===== src/hw/bmio_pkg.sv =====
/*
  Package for the bus-muxed I/O ports: register indices, banks, reset values,
  operating modes, bus timing and the packed carriers shared by the design.
  Assumes a 100 MHz core clock and a 32-bit Avalon-MM register bus.
*/
package bmio_pkg;

  localparam int unsigned AVS_AW = 8;
  localparam int unsigned AVS_DW = 32;

  // Register indices; the byte address is four times the index.
  localparam logic [5:0] IDX_LOW_DIR    = 6'h10;
  localparam logic [5:0] IDX_LOW_DATA   = 6'h11;
  localparam logic [5:0] IDX_HIGH_DIR   = 6'h12;
  localparam logic [5:0] IDX_HIGH_DATA  = 6'h13;
  localparam logic [5:0] IDX_THIRD_DIR  = 6'h11;
  localparam logic [5:0] IDX_THIRD_DATA = 6'h12;
  localparam logic [5:0] IDX_MODE       = 6'h0e;
  localparam logic [5:0] IDX_BANK       = 6'h0f;

  localparam logic [3:0] BANK_THIRD     = 4'h0;
  localparam logic [3:0] BANK_BUS_PORTS = 4'h1;

  localparam logic [7:0] DIR_RESET   = 8'hff;
  localparam logic [7:0] LATCH_POR   = 8'h00;
  localparam logic [3:0] BANK_POR    = 4'h0;
  localparam int unsigned MODE_LSB   = 0;
  localparam int unsigned BUSY_BIT   = 7;

  typedef enum logic [1:0] {
    MODE_MICROPROCESSOR = 2'h0,
    MODE_EXT_MCU        = 2'h1,
    MODE_MCU            = 2'h2,
    MODE_PROT_MCU       = 2'h3
  } bmio_mode_t;

  localparam bmio_mode_t MODE_POR = MODE_MCU;

  localparam int unsigned CLK_PERIOD_NS = 10;
  localparam int unsigned BUS_PHASE_NS  = 30;
  localparam int unsigned BUS_PHASE_CYC = (BUS_PHASE_NS + CLK_PERIOD_NS - 1) / CLK_PERIOD_NS;

  typedef struct packed {
    logic        write;
    logic [15:0] addr;
    logic [15:0] wdata;
  } bmio_xreq_t;

  typedef struct packed {
    logic [7:0] out;
    logic [7:0] oe;
  } bmio_pins_t;

  typedef struct packed {
    logic ale;
    logic oe_n;
    logic wr_n;
    logic en;
  } bmio_ctl_t;

endpackage


===== src/hw/bmio_pin_cell.sv =====
/*
  One port of bidirectional pins: registers the drive value and enable, and
  brings the pin levels into the clock domain through two flip-flops.
  Assumes the surrounding pad or bench resolves the wire from the enables.
*/
`timescale 1ns/1ps
module bmio_pin_cell #(
  parameter int unsigned W = 8
) (
  input  wire logic         i_clk,
  input  wire logic         i_arst_n,
  input  wire logic [W-1:0] i_pin,
  input  wire logic [W-1:0] i_drive_val,
  input  wire logic [W-1:0] i_drive_en,
  output logic      [W-1:0] o_out,
  output logic      [W-1:0] o_oe,
  output logic      [W-1:0] o_level
);

  logic [W-1:0] meta_q;

  // Enables come up low so that every pin floats until the registers say otherwise.
  always_ff @(posedge i_clk or negedge i_arst_n) begin
    if (!i_arst_n) begin
      o_out   <= '0;
      o_oe    <= '0;
      meta_q  <= '0;
      o_level <= '0;
    end else begin
      o_out   <= i_drive_val;
      o_oe    <= i_drive_en;
      meta_q  <= i_pin;
      o_level <= meta_q;
    end
  end

endmodule


===== src/hw/bmio_top.sv =====
/*
  Bus-muxed I/O ports: three 8-bit general ports reached over Avalon-MM,
  two of which become the multiplexed address/data bus in the bus modes,
  with a small sequencer driving the bus-control pins.
  Assumes a single 100 MHz clock, power-on reset on i_arst_n, and that
  pins arrive asynchronously.
*/
// Notes on behaviour
// [RULE1] Low-byte port has eight pins, each an input or an output.
// [RULE2] Low-byte direction bit 1 means input, 0 means driven output.
// [RULE3] Low-byte data read returns pin levels; write loads the output latch.
// [RULE4] High-byte port has eight pins with individual direction control.
// [RULE5] High-byte direction bit 1 means input, 0 means output.
// [RULE6] High-byte data read samples pins; write loads the latch.
// [RULE7] In bus operation the low-byte pins carry bus bits 7 to 0.
// [RULE8] In bus operation the high-byte pins carry bus bits 15 to 8.
// [RULE9] Microprocessor and extended microcontroller modes turn both ports into the bus.
// [RULE10] The two microcontroller modes leave both ports as plain I/O.
// [RULE11] Every pin of both ports serves as I/O or as one bus bit.
// [RULE12] Low-byte direction resets to all ones on every kind of reset.
// [RULE13] Pin and watchdog resets set directions but keep data latches.
// [RULE14] Software selects bank 1 before touching the bus-capable port registers.
// [RULE15] Third port direction bit 1 means input, 0 means output.
// [RULE16] Third port read returns pins; write loads its latch.
// [RULE17] Bus modes drive address latch strobe, low output enable, low write strobe.
// [RULE18] In bus operation the sequencer, not the registers, drives the pins.
// [RULE19] Software clears a latch before turning its pins into outputs.
`timescale 1ns/1ps
module bmio_top (
  input  wire logic                      i_clk,
  input  wire logic                      i_arst_n,
  input  wire logic                      i_ext_reset_pin_n,
  input  wire logic                      i_wdt_timeout,
  input  wire logic [bmio_pkg::AVS_AW-1:0] i_avs_address,
  input  wire logic                      i_avs_read,
  input  wire logic                      i_avs_write,
  input  wire logic [bmio_pkg::AVS_DW-1:0] i_avs_writedata,
  input  wire logic [3:0]                i_avs_byteenable,
  output logic      [bmio_pkg::AVS_DW-1:0] o_avs_readdata,
  output logic                           o_avs_waitrequest,
  input  wire logic                      i_xbus_valid,
  input  wire bmio_pkg::bmio_xreq_t      i_xbus_req,
  output logic                           o_xbus_ready,
  output logic                           o_xbus_rvalid,
  output logic      [15:0]               o_xbus_rdata,
  input  wire logic [7:0]                i_low_pins,
  output bmio_pkg::bmio_pins_t           o_low,
  input  wire logic [7:0]                i_high_pins,
  output bmio_pkg::bmio_pins_t           o_high,
  input  wire logic [7:0]                i_third_pins,
  output bmio_pkg::bmio_pins_t           o_third,
  output bmio_pkg::bmio_ctl_t            o_bus_ctl
);
  import bmio_pkg::*;

  localparam logic [1:0] PH_LAST = 2'(BUS_PHASE_CYC - 1);

  typedef enum logic [1:0] {SQ_IDLE, SQ_ADDR, SQ_DATA} bmio_sq_t;

  ////////////////////////////////////////////////////////////////////////////
  // Non-power-up reset: external pin (synchronised) or watchdog pulse.

  logic rst_meta_q;
  logic rst_sync_q;
  wire  soft_rst = ~rst_sync_q | i_wdt_timeout;

  always_ff @(posedge i_clk or negedge i_arst_n) begin
    if (!i_arst_n) begin
      rst_meta_q <= 1'b1;
      rst_sync_q <= 1'b1;
    end else begin
      rst_meta_q <= i_ext_reset_pin_n;
      rst_sync_q <= rst_meta_q;
    end
  end

  ////////////////////////////////////////////////////////////////////////////
  // Avalon-MM slave: one wait cycle on every access.

  function automatic logic reg_hit(input logic [5:0] idx, input logic [5:0] want,
                                   input logic banked, input logic [3:0] bank,
                                   input logic [3:0] need);
    reg_hit = (idx == want) && (!banked || bank == need);
  endfunction

  logic        ack_q;
  logic [31:0] rdata_q;
  logic [3:0]  bank_q;
  bmio_mode_t  mode_q;
  logic [7:0]  low_dir_q, high_dir_q, third_dir_q;
  logic [7:0]  low_lat_q, high_lat_q, third_lat_q;
  logic [7:0]  low_lvl, high_lvl, third_lvl;
  bmio_sq_t    sq_q, sq_d;

  wire       req    = i_avs_read | i_avs_write;
  wire [5:0] idx    = i_avs_address[7:2];
  wire       wr_go  = i_avs_write & ack_q & i_avs_byteenable[0];
  wire [7:0] wbyte  = i_avs_writedata[7:0];
  // Bus-capable port registers only answer in bank 1, the third port in bank 0.
  wire hit_low_dir   = reg_hit(idx, IDX_LOW_DIR, 1'b1, bank_q, BANK_BUS_PORTS);   // [RULE14]
  wire hit_low_data  = reg_hit(idx, IDX_LOW_DATA, 1'b1, bank_q, BANK_BUS_PORTS);  // [RULE14]
  wire hit_high_dir  = reg_hit(idx, IDX_HIGH_DIR, 1'b1, bank_q, BANK_BUS_PORTS);
  wire hit_high_data = reg_hit(idx, IDX_HIGH_DATA, 1'b1, bank_q, BANK_BUS_PORTS);
  wire hit_third_dir = reg_hit(idx, IDX_THIRD_DIR, 1'b1, bank_q, BANK_THIRD);
  wire hit_third_dat = reg_hit(idx, IDX_THIRD_DATA, 1'b1, bank_q, BANK_THIRD);
  wire hit_mode      = reg_hit(idx, IDX_MODE, 1'b0, bank_q, BANK_POR);
  wire hit_bank      = reg_hit(idx, IDX_BANK, 1'b0, bank_q, BANK_POR);

  wire bus_mode = (mode_q == MODE_MICROPROCESSOR) || (mode_q == MODE_EXT_MCU); // [RULE9]

  wire [7:0] mode_rd = {sq_q != SQ_IDLE, 5'h00, mode_q};
  // Data reads return pin levels, never the latch.
  wire [7:0] rd_byte = hit_low_dir   ? low_dir_q   :
                       hit_low_data  ? low_lvl     : // [RULE3]
                       hit_high_dir  ? high_dir_q  :
                       hit_high_data ? high_lvl    : // [RULE6]
                       hit_third_dir ? third_dir_q :
                       hit_third_dat ? third_lvl   : // [RULE16]
                       hit_mode      ? mode_rd     :
                       hit_bank      ? {4'h0, bank_q} : 8'h00;

  assign o_avs_waitrequest = req & ~ack_q;
  assign o_avs_readdata    = rdata_q;

  always_ff @(posedge i_clk or negedge i_arst_n) begin
    if (!i_arst_n) begin
      ack_q   <= 1'b0;
      rdata_q <= '0;
    end else begin
      ack_q <= req & ~ack_q;
      if (i_avs_read && !ack_q) begin
        rdata_q <= {24'h000000, rd_byte};
      end
    end
  end

  ////////////////////////////////////////////////////////////////////////////
  // Registers. Directions return to all ones on any reset; latches survive
  // the pin and watchdog resets so outputs resume their old values.

  always_ff @(posedge i_clk or negedge i_arst_n) begin
    if (!i_arst_n) begin
      low_dir_q   <= DIR_RESET; // [RULE12]
      high_dir_q  <= DIR_RESET;
      third_dir_q <= DIR_RESET;
      bank_q      <= BANK_POR;
      mode_q      <= MODE_POR;
    end else if (soft_rst) begin
      low_dir_q   <= DIR_RESET; // [RULE12] [RULE13]
      high_dir_q  <= DIR_RESET;
      third_dir_q <= DIR_RESET;
      bank_q      <= BANK_POR;
    end else if (wr_go) begin
      if (hit_low_dir)   low_dir_q   <= wbyte;
      if (hit_high_dir)  high_dir_q  <= wbyte;
      if (hit_third_dir) third_dir_q <= wbyte;
      if (hit_bank)      bank_q      <= wbyte[3:0];
      if (hit_mode)      mode_q      <= bmio_mode_t'(wbyte[MODE_LSB +: 2]);
    end
  end

  always_ff @(posedge i_clk or negedge i_arst_n) begin
    if (!i_arst_n) begin
      low_lat_q   <= LATCH_POR;
      high_lat_q  <= LATCH_POR;
      third_lat_q <= LATCH_POR;
    end else if (wr_go && !soft_rst) begin // [RULE13]
      if (hit_low_data)  low_lat_q   <= wbyte; // [RULE3]
      if (hit_high_data) high_lat_q  <= wbyte; // [RULE6]
      if (hit_third_dat) third_lat_q <= wbyte; // [RULE16]
    end
  end

  ////////////////////////////////////////////////////////////////////////////
  // External bus sequencer: address phase with the latch strobe, then a
  // data phase with the read or write strobe, each BUS_PHASE_CYC long.

  bmio_xreq_t xreq_q;
  logic [1:0] ph_q;
  bmio_ctl_t  ctl_q;
  logic       rvalid_q;
  logic       cap_q;
  logic [15:0] xrdata_q;

  wire tick = (ph_q == PH_LAST);
  // Read data reach us through the two pin synchroniser flops, so the capture
  // and the return of ready wait one cycle past the last read phase.
  assign o_xbus_ready = bus_mode && (sq_q == SQ_IDLE) && !cap_q;

  always_comb begin
    sq_d = sq_q;
    unique case (sq_q)
      SQ_IDLE: if (i_xbus_valid && o_xbus_ready) sq_d = SQ_ADDR;
      SQ_ADDR: if (tick) sq_d = SQ_DATA;
      SQ_DATA: if (tick) sq_d = SQ_IDLE;
    endcase
    if (!bus_mode) sq_d = SQ_IDLE; // [RULE10]
  end

  always_ff @(posedge i_clk or negedge i_arst_n) begin
    if (!i_arst_n) begin
      sq_q     <= SQ_IDLE;
      ph_q     <= 2'h0;
      xreq_q   <= '0;
      ctl_q    <= '{ale: 1'b0, oe_n: 1'b1, wr_n: 1'b1, en: 1'b0};
      rvalid_q <= 1'b0;
      xrdata_q <= '0;
      cap_q    <= 1'b0;
    end else begin
      sq_q     <= sq_d;
      ph_q     <= (sq_d != sq_q) ? 2'h0 : ph_q + 2'h1;
      rvalid_q <= 1'b0;
      if (sq_q == SQ_IDLE && sq_d == SQ_ADDR) xreq_q <= i_xbus_req;
      ctl_q.ale  <= (sq_q == SQ_ADDR);                        // [RULE17]
      ctl_q.oe_n <= !(sq_q == SQ_DATA && !xreq_q.write);       // [RULE17]
      ctl_q.wr_n <= !(sq_q == SQ_DATA && xreq_q.write);        // [RULE17]
      ctl_q.en   <= bus_mode;
      cap_q    <= (sq_q == SQ_DATA) && tick && !xreq_q.write;
      if (cap_q) begin
        rvalid_q <= 1'b1;
        xrdata_q <= {high_lvl, low_lvl};
      end
    end
  end

  assign o_bus_ctl     = ctl_q;
  assign o_xbus_rvalid = rvalid_q;
  assign o_xbus_rdata  = xrdata_q;

  ////////////////////////////////////////////////////////////////////////////
  // Pin drive selection. In bus operation the low and high direction and latch registers
  // are bypassed; they keep their contents for the return to I/O mode.

  wire        ad_drv = (sq_q == SQ_ADDR) || (sq_q == SQ_DATA && xreq_q.write);
  wire [15:0] ad_val = (sq_q == SQ_ADDR) ? xreq_q.addr : xreq_q.wdata;

  wire [7:0] low_val   = bus_mode ? ad_val[7:0]  : low_lat_q;      // [RULE7] [RULE11]
  wire [7:0] low_en    = bus_mode ? {8{ad_drv}}  : ~low_dir_q;     // [RULE2] [RULE18]
  wire [7:0] high_val  = bus_mode ? ad_val[15:8] : high_lat_q;     // [RULE8] [RULE11]
  wire [7:0] high_en   = bus_mode ? {8{ad_drv}}  : ~high_dir_q;    // [RULE5] [RULE18]
  wire [7:0] third_en  = ~third_dir_q;                             // [RULE15]

  bmio_pin_cell #(.W(8)) u_low (                                   // [RULE1]
    .i_clk(i_clk), .i_arst_n(i_arst_n), .i_pin(i_low_pins),
    .i_drive_val(low_val), .i_drive_en(low_en),
    .o_out(o_low.out), .o_oe(o_low.oe), .o_level(low_lvl)
  );

  bmio_pin_cell #(.W(8)) u_high (                                  // [RULE4]
    .i_clk(i_clk), .i_arst_n(i_arst_n), .i_pin(i_high_pins),
    .i_drive_val(high_val), .i_drive_en(high_en),
    .o_out(o_high.out), .o_oe(o_high.oe), .o_level(high_lvl)
  );

  bmio_pin_cell #(.W(8)) u_third (
    .i_clk(i_clk), .i_arst_n(i_arst_n), .i_pin(i_third_pins),
    .i_drive_val(third_lat_q), .i_drive_en(third_en),
    .o_out(o_third.out), .o_oe(o_third.oe), .o_level(third_lvl)
  );
endmodule


===== config.mk =====
export PLATFORM = sky130hd
export DESIGN_NAME = bmio_top
export DESIGN_NICKNAME = d
export VERILOG_FILES = /design/src/hw/bmio_pkg.sv /design/src/hw/bmio_pin_cell.sv /design/src/hw/bmio_top.sv
export SDC_FILE = /design/constraint.sdc
export NUM_CORES = 1
export LEC_CHECK = 0
export BUFFER_PORTS_ARGS = -buffer_cell sky130_fd_sc_hd__buf_2
export CAP_MARGIN = 10
export CORE_ASPECT_RATIO = 1.1
export CORE_MARGIN = 3
export CORE_UTILIZATION = 36
export DETAILED_ROUTE_END_ITERATION = 10
export MAX_ROUTING_LAYER = met4
export PLACE_DENSITY = 0.64
export SETUP_SLACK_MARGIN = 0.02
export SYNTH_ARGS = -nofsm -noshare
export SYNTH_HDL_FRONTEND = slang
export SYNTH_HIERARCHICAL = 1
export SYNTH_SLANG_ARGS = --single-unit

===== constraint.sdc =====
create_clock -name i_clk -period 3.8 [get_ports i_clk]
set_input_delay 0 -clock i_clk [delete_from_list [all_inputs] [get_ports i_clk]]
set_output_delay 0 -clock i_clk [all_outputs]
set_load 0.005 [all_outputs]

==> qor.txt <==
Status -> complete, no violations
Synth Cell Area -> 8509 um2
Hold Crit Start -> i_avs_address[4]
Clock share of power -> 0.335
CTS resizes -> 0
Layout cells sized above 1 -> 0.3694
Ys flop type -> dfrtp_1
Cell variety after synth -> 53
Via count -> 5,613
Count of input and output buffers -> 157
Cell taking the most area after synthesis -> dfrtp_1
Leak Pwr -> 5.358 nW
Yosys reg bits -> 220
Crit path capture type -> register
Synthesis-to-finish area growth -> 30.64%
Vias in the first global route -> 5,846
Clock sink count -> 220
Max cap viols -> 0
Commonest non-fill, non-tap cell in the layout -> dfrtp_1
Initial core utilization -> 0.3687
Largest cells by area after synthesis -> dfrtp_1 56%, mux2_2 10%, dfstp_2 9.0%
GP Congestion -> 0.9001
Sw frac -> 0.2702
R2R cell count -> 6
Sw power -> 0.001933 W
Comb pwr share -> 0.233
CP Class -> register to register
Via density -> 4.769
Slew headroom -> 0.3970
Pin count of the biggest net entering global routing -> 125
Int Power -> 0.005221 W
Filler Cell Count -> 2,113
Clk_skew -> 7.706 ps
N_diodes -> 0
Sequential share of power -> 0.432
Period minus WS final -> 2801 ps
Worst Hold Class -> input port to register
Max Slew Vio Count -> 0
Worst Path Arrival -> 3230 ps
Num ports -> 211
Post-route ant nets -> 0
Synth warnings -> 6
RSZ-0062 raised after global routing -> no
WL final -> 20,680 um
Fin Hold WS -> 23.61 ps
Net count, final -> 971
Flop-to-flop setup slack -> 1000 ps
DR iter-0 viols -> 197
Root Buffer -> clkbuf_16
Sequential area share after synthesis -> 0.6512
Die ar. -> 25,520 um2
Fraction of registers with async set/reset -> 1.000
Worst-Skew Late Latency -> 510 ps
Commonest non-fill, non-tap cells in the layout -> 191 x dfrtp_1, 156 x buf_2, 78 x mux2_2
Worst Path Max Fanout -> 27
First-pass GRT wire length -> 32,570 um
Final period util -> 0.7370
Routed len/inst -> 17.57 um
Power Dens Cells -> 643.5 nW/um2
Maximum clock rate -> 357.1 MHz
CTS tree -> done
Post-Syn Instances -> 623
Num CTS Buffers -> 24
Worst-Margin Slew -> 904.6 ps
FF-to-FF Start -> bank_q[0]$_DFFE_PN0P_
Endpoints failing setup -> 0
Post-synth EDFFs -> 0
Worst setup SP type -> register
Clock buffer depth -> 3
TNS Setup -> 0 ps
Hold path depth -> 5
Worst path required time -> 4230 ps
R2R Path End -> low_dir_q[3]$_DFFE_PN1P_
Core ar. -> 23,080 um2
H-tree levels -> 1
Drt pass-1 iters -> 4
Initial antenna violation count -> 0
Syn_area_per_cell -> 13.66 um2
Gr ovfl total -> 0
DP HPWL -> 13,870 um
Die X -> 152.6 um
Rows -> 58
Reg clk slew, reported paths -> 60 ps
Die Span Y -> 167.3 um
Peak supply drop -> 0.3816 mV
DRC -> 0
Area share of the largest cell type after synthesis -> 0.5617
Gr usage total -> 0.1630
Hold EP -> o_avs_readdata[1]$_DFFE_PN0P_
Fin. Hold Viols -> 0
## per-stage QoR
stage	worst slack [ps]	total power (W)	util	std cells	instance area (um2)
2_1_floorplan	1627	0.004109	-	646	8596
3_3_place_gp	1414	0.004724	0.4139	1059	9552
3_5_place_dp	1373	0.004779	0.4139	1059	9552
4_1_cts	1009	0.007256	0.4817	1177	11120
5_1_grt	922.7	0.007560	0.4817	1177	11120
6_report	999.3	0.007154	0.4817	1177	11120
## registers in the layout, summed over array words and instances, names as in the netlist, 8 cells and up
signal           flops
low_lat_q            8
u_high/o_out         8
low_dir_q            8
u_low/o_out          8
third_dir_q          8
u_low/meta_q         8
high_dir_q           8
high_lat_q           8
third_lat_q          8
u_third/meta_q       8
o_avs_readdata       8
u_third/o_oe         8
u_high/o_level       8
u_third/o_out        8
u_high/meta_q        8
u_low/o_level        8
u_low/o_oe           8
u_third/o_level      8
u_high/o_oe          8
xreq_q              33
o_xbus_rdata        16
## power by group through the flow
stage / registers, W / clock network, W / logic (W)
5_1_grt: 0.00315 / 0.00255 / 0.00186
4_1_cts: 0.00310 / 0.00246 / 0.00170
2_1_floorplan: 0.00312 / 0 / 0.000991
6_report: 0.00309 / 0.00239 / 0.00167
3_5_place_dp: 0.00314 / 0 / 0.00164
3_3_place_gp: 0.00313 / 0 / 0.00159
## critical path: stages, from the launching register on
cell and delay (ps):
dfrtp_1 320, buf_4 270, or3b_1 480, or4_1 770
mux2i_1 240, nand2_1 60, dlygate4sd3_1 580
## final cells by class
| class | count | area, um2 | area share |
|---|---|---|---|
| inverters | 17 | 63.81 | 0.005740 |
| repair buffers | 241 | 1612 | 0.1450 |
| well taps | 300 | 375.4 | 0.03376 |
| multi-input cells | 355 | 2700 | 0.2429 |
| clock inverters | 12 | 142.6 | 0.01283 |
| clock buffers | 32 | 681.9 | 0.06134 |
| flip-flops and latches | 220 | 5542 | 0.4985 |
## worst max-delay path by stage
stage | startpoint | endpoint | slack, ps
after floorplan | sq_q[1]$_DFF_PN0_ | xreq_q[10]$_DFFE_PN0P_ | 1630
after global placement | sq_q[1]$_DFF_PN0_ | xreq_q[22]$_DFFE_PN0P_ | 1410
after detailed placement | sq_q[1]$_DFF_PN0_ | xreq_q[22]$_DFFE_PN0P_ | 1370
after CTS | bank_q[0]$_DFFE_PN0P_ | low_dir_q[3]$_DFFE_PN1P_ | 1010
after global routing | bank_q[0]$_DFFE_PN0P_ | low_dir_q[3]$_DFFE_PN1P_ | 920
final | bank_q[0]$_DFFE_PN0P_ | low_dir_q[3]$_DFFE_PN1P_ | 1000
## repair_timing
action                    4_1_cts  5_1_grt
hold endpoints to repair      212        0
setup buffers                   0        0
hold buffers                   74        0
## logic make-up (layout without fill, tap and decap cells)
kind of cell,after synthesis,in the layout,share of synthesized area
DFF,220,220,0.6512
muxes,124,124,0.1603
and+or+nand+nor,122,122,0.07705
AOI/OAI and AO/OA,81,81,0.06043
buffers and inverters,71,302,0.04470
adders and majority gates,4,4,0.005882
other,1,24,0.0004407
## layer usage
metal	global-route usage	part of all wire	up-vias
met3	0.02869	0.056	49
met4	0.05231	0.031	0
met2	0.2639	0.48	172
met5	-	0	-
met1	0.2107	0.43	2775
li1	-	-	2617
## synthesized netlist by cell type, types with 6 or more instances
library cell and n:
dfrtp_1 191, mux2_2 78, nand2_1 47, mux2i_1 44, o21ai_0 39, dfstp_2 29
buf_4 25, nor2_1 18, inv_1 16, clkbuf_1 15, buf_2 9, nor2b_1 9
a21oi_1 7, nand2b_1 6, nor3_1 6, o211ai_1 6
No activity file was read; power rests on OpenSTA's default activity.
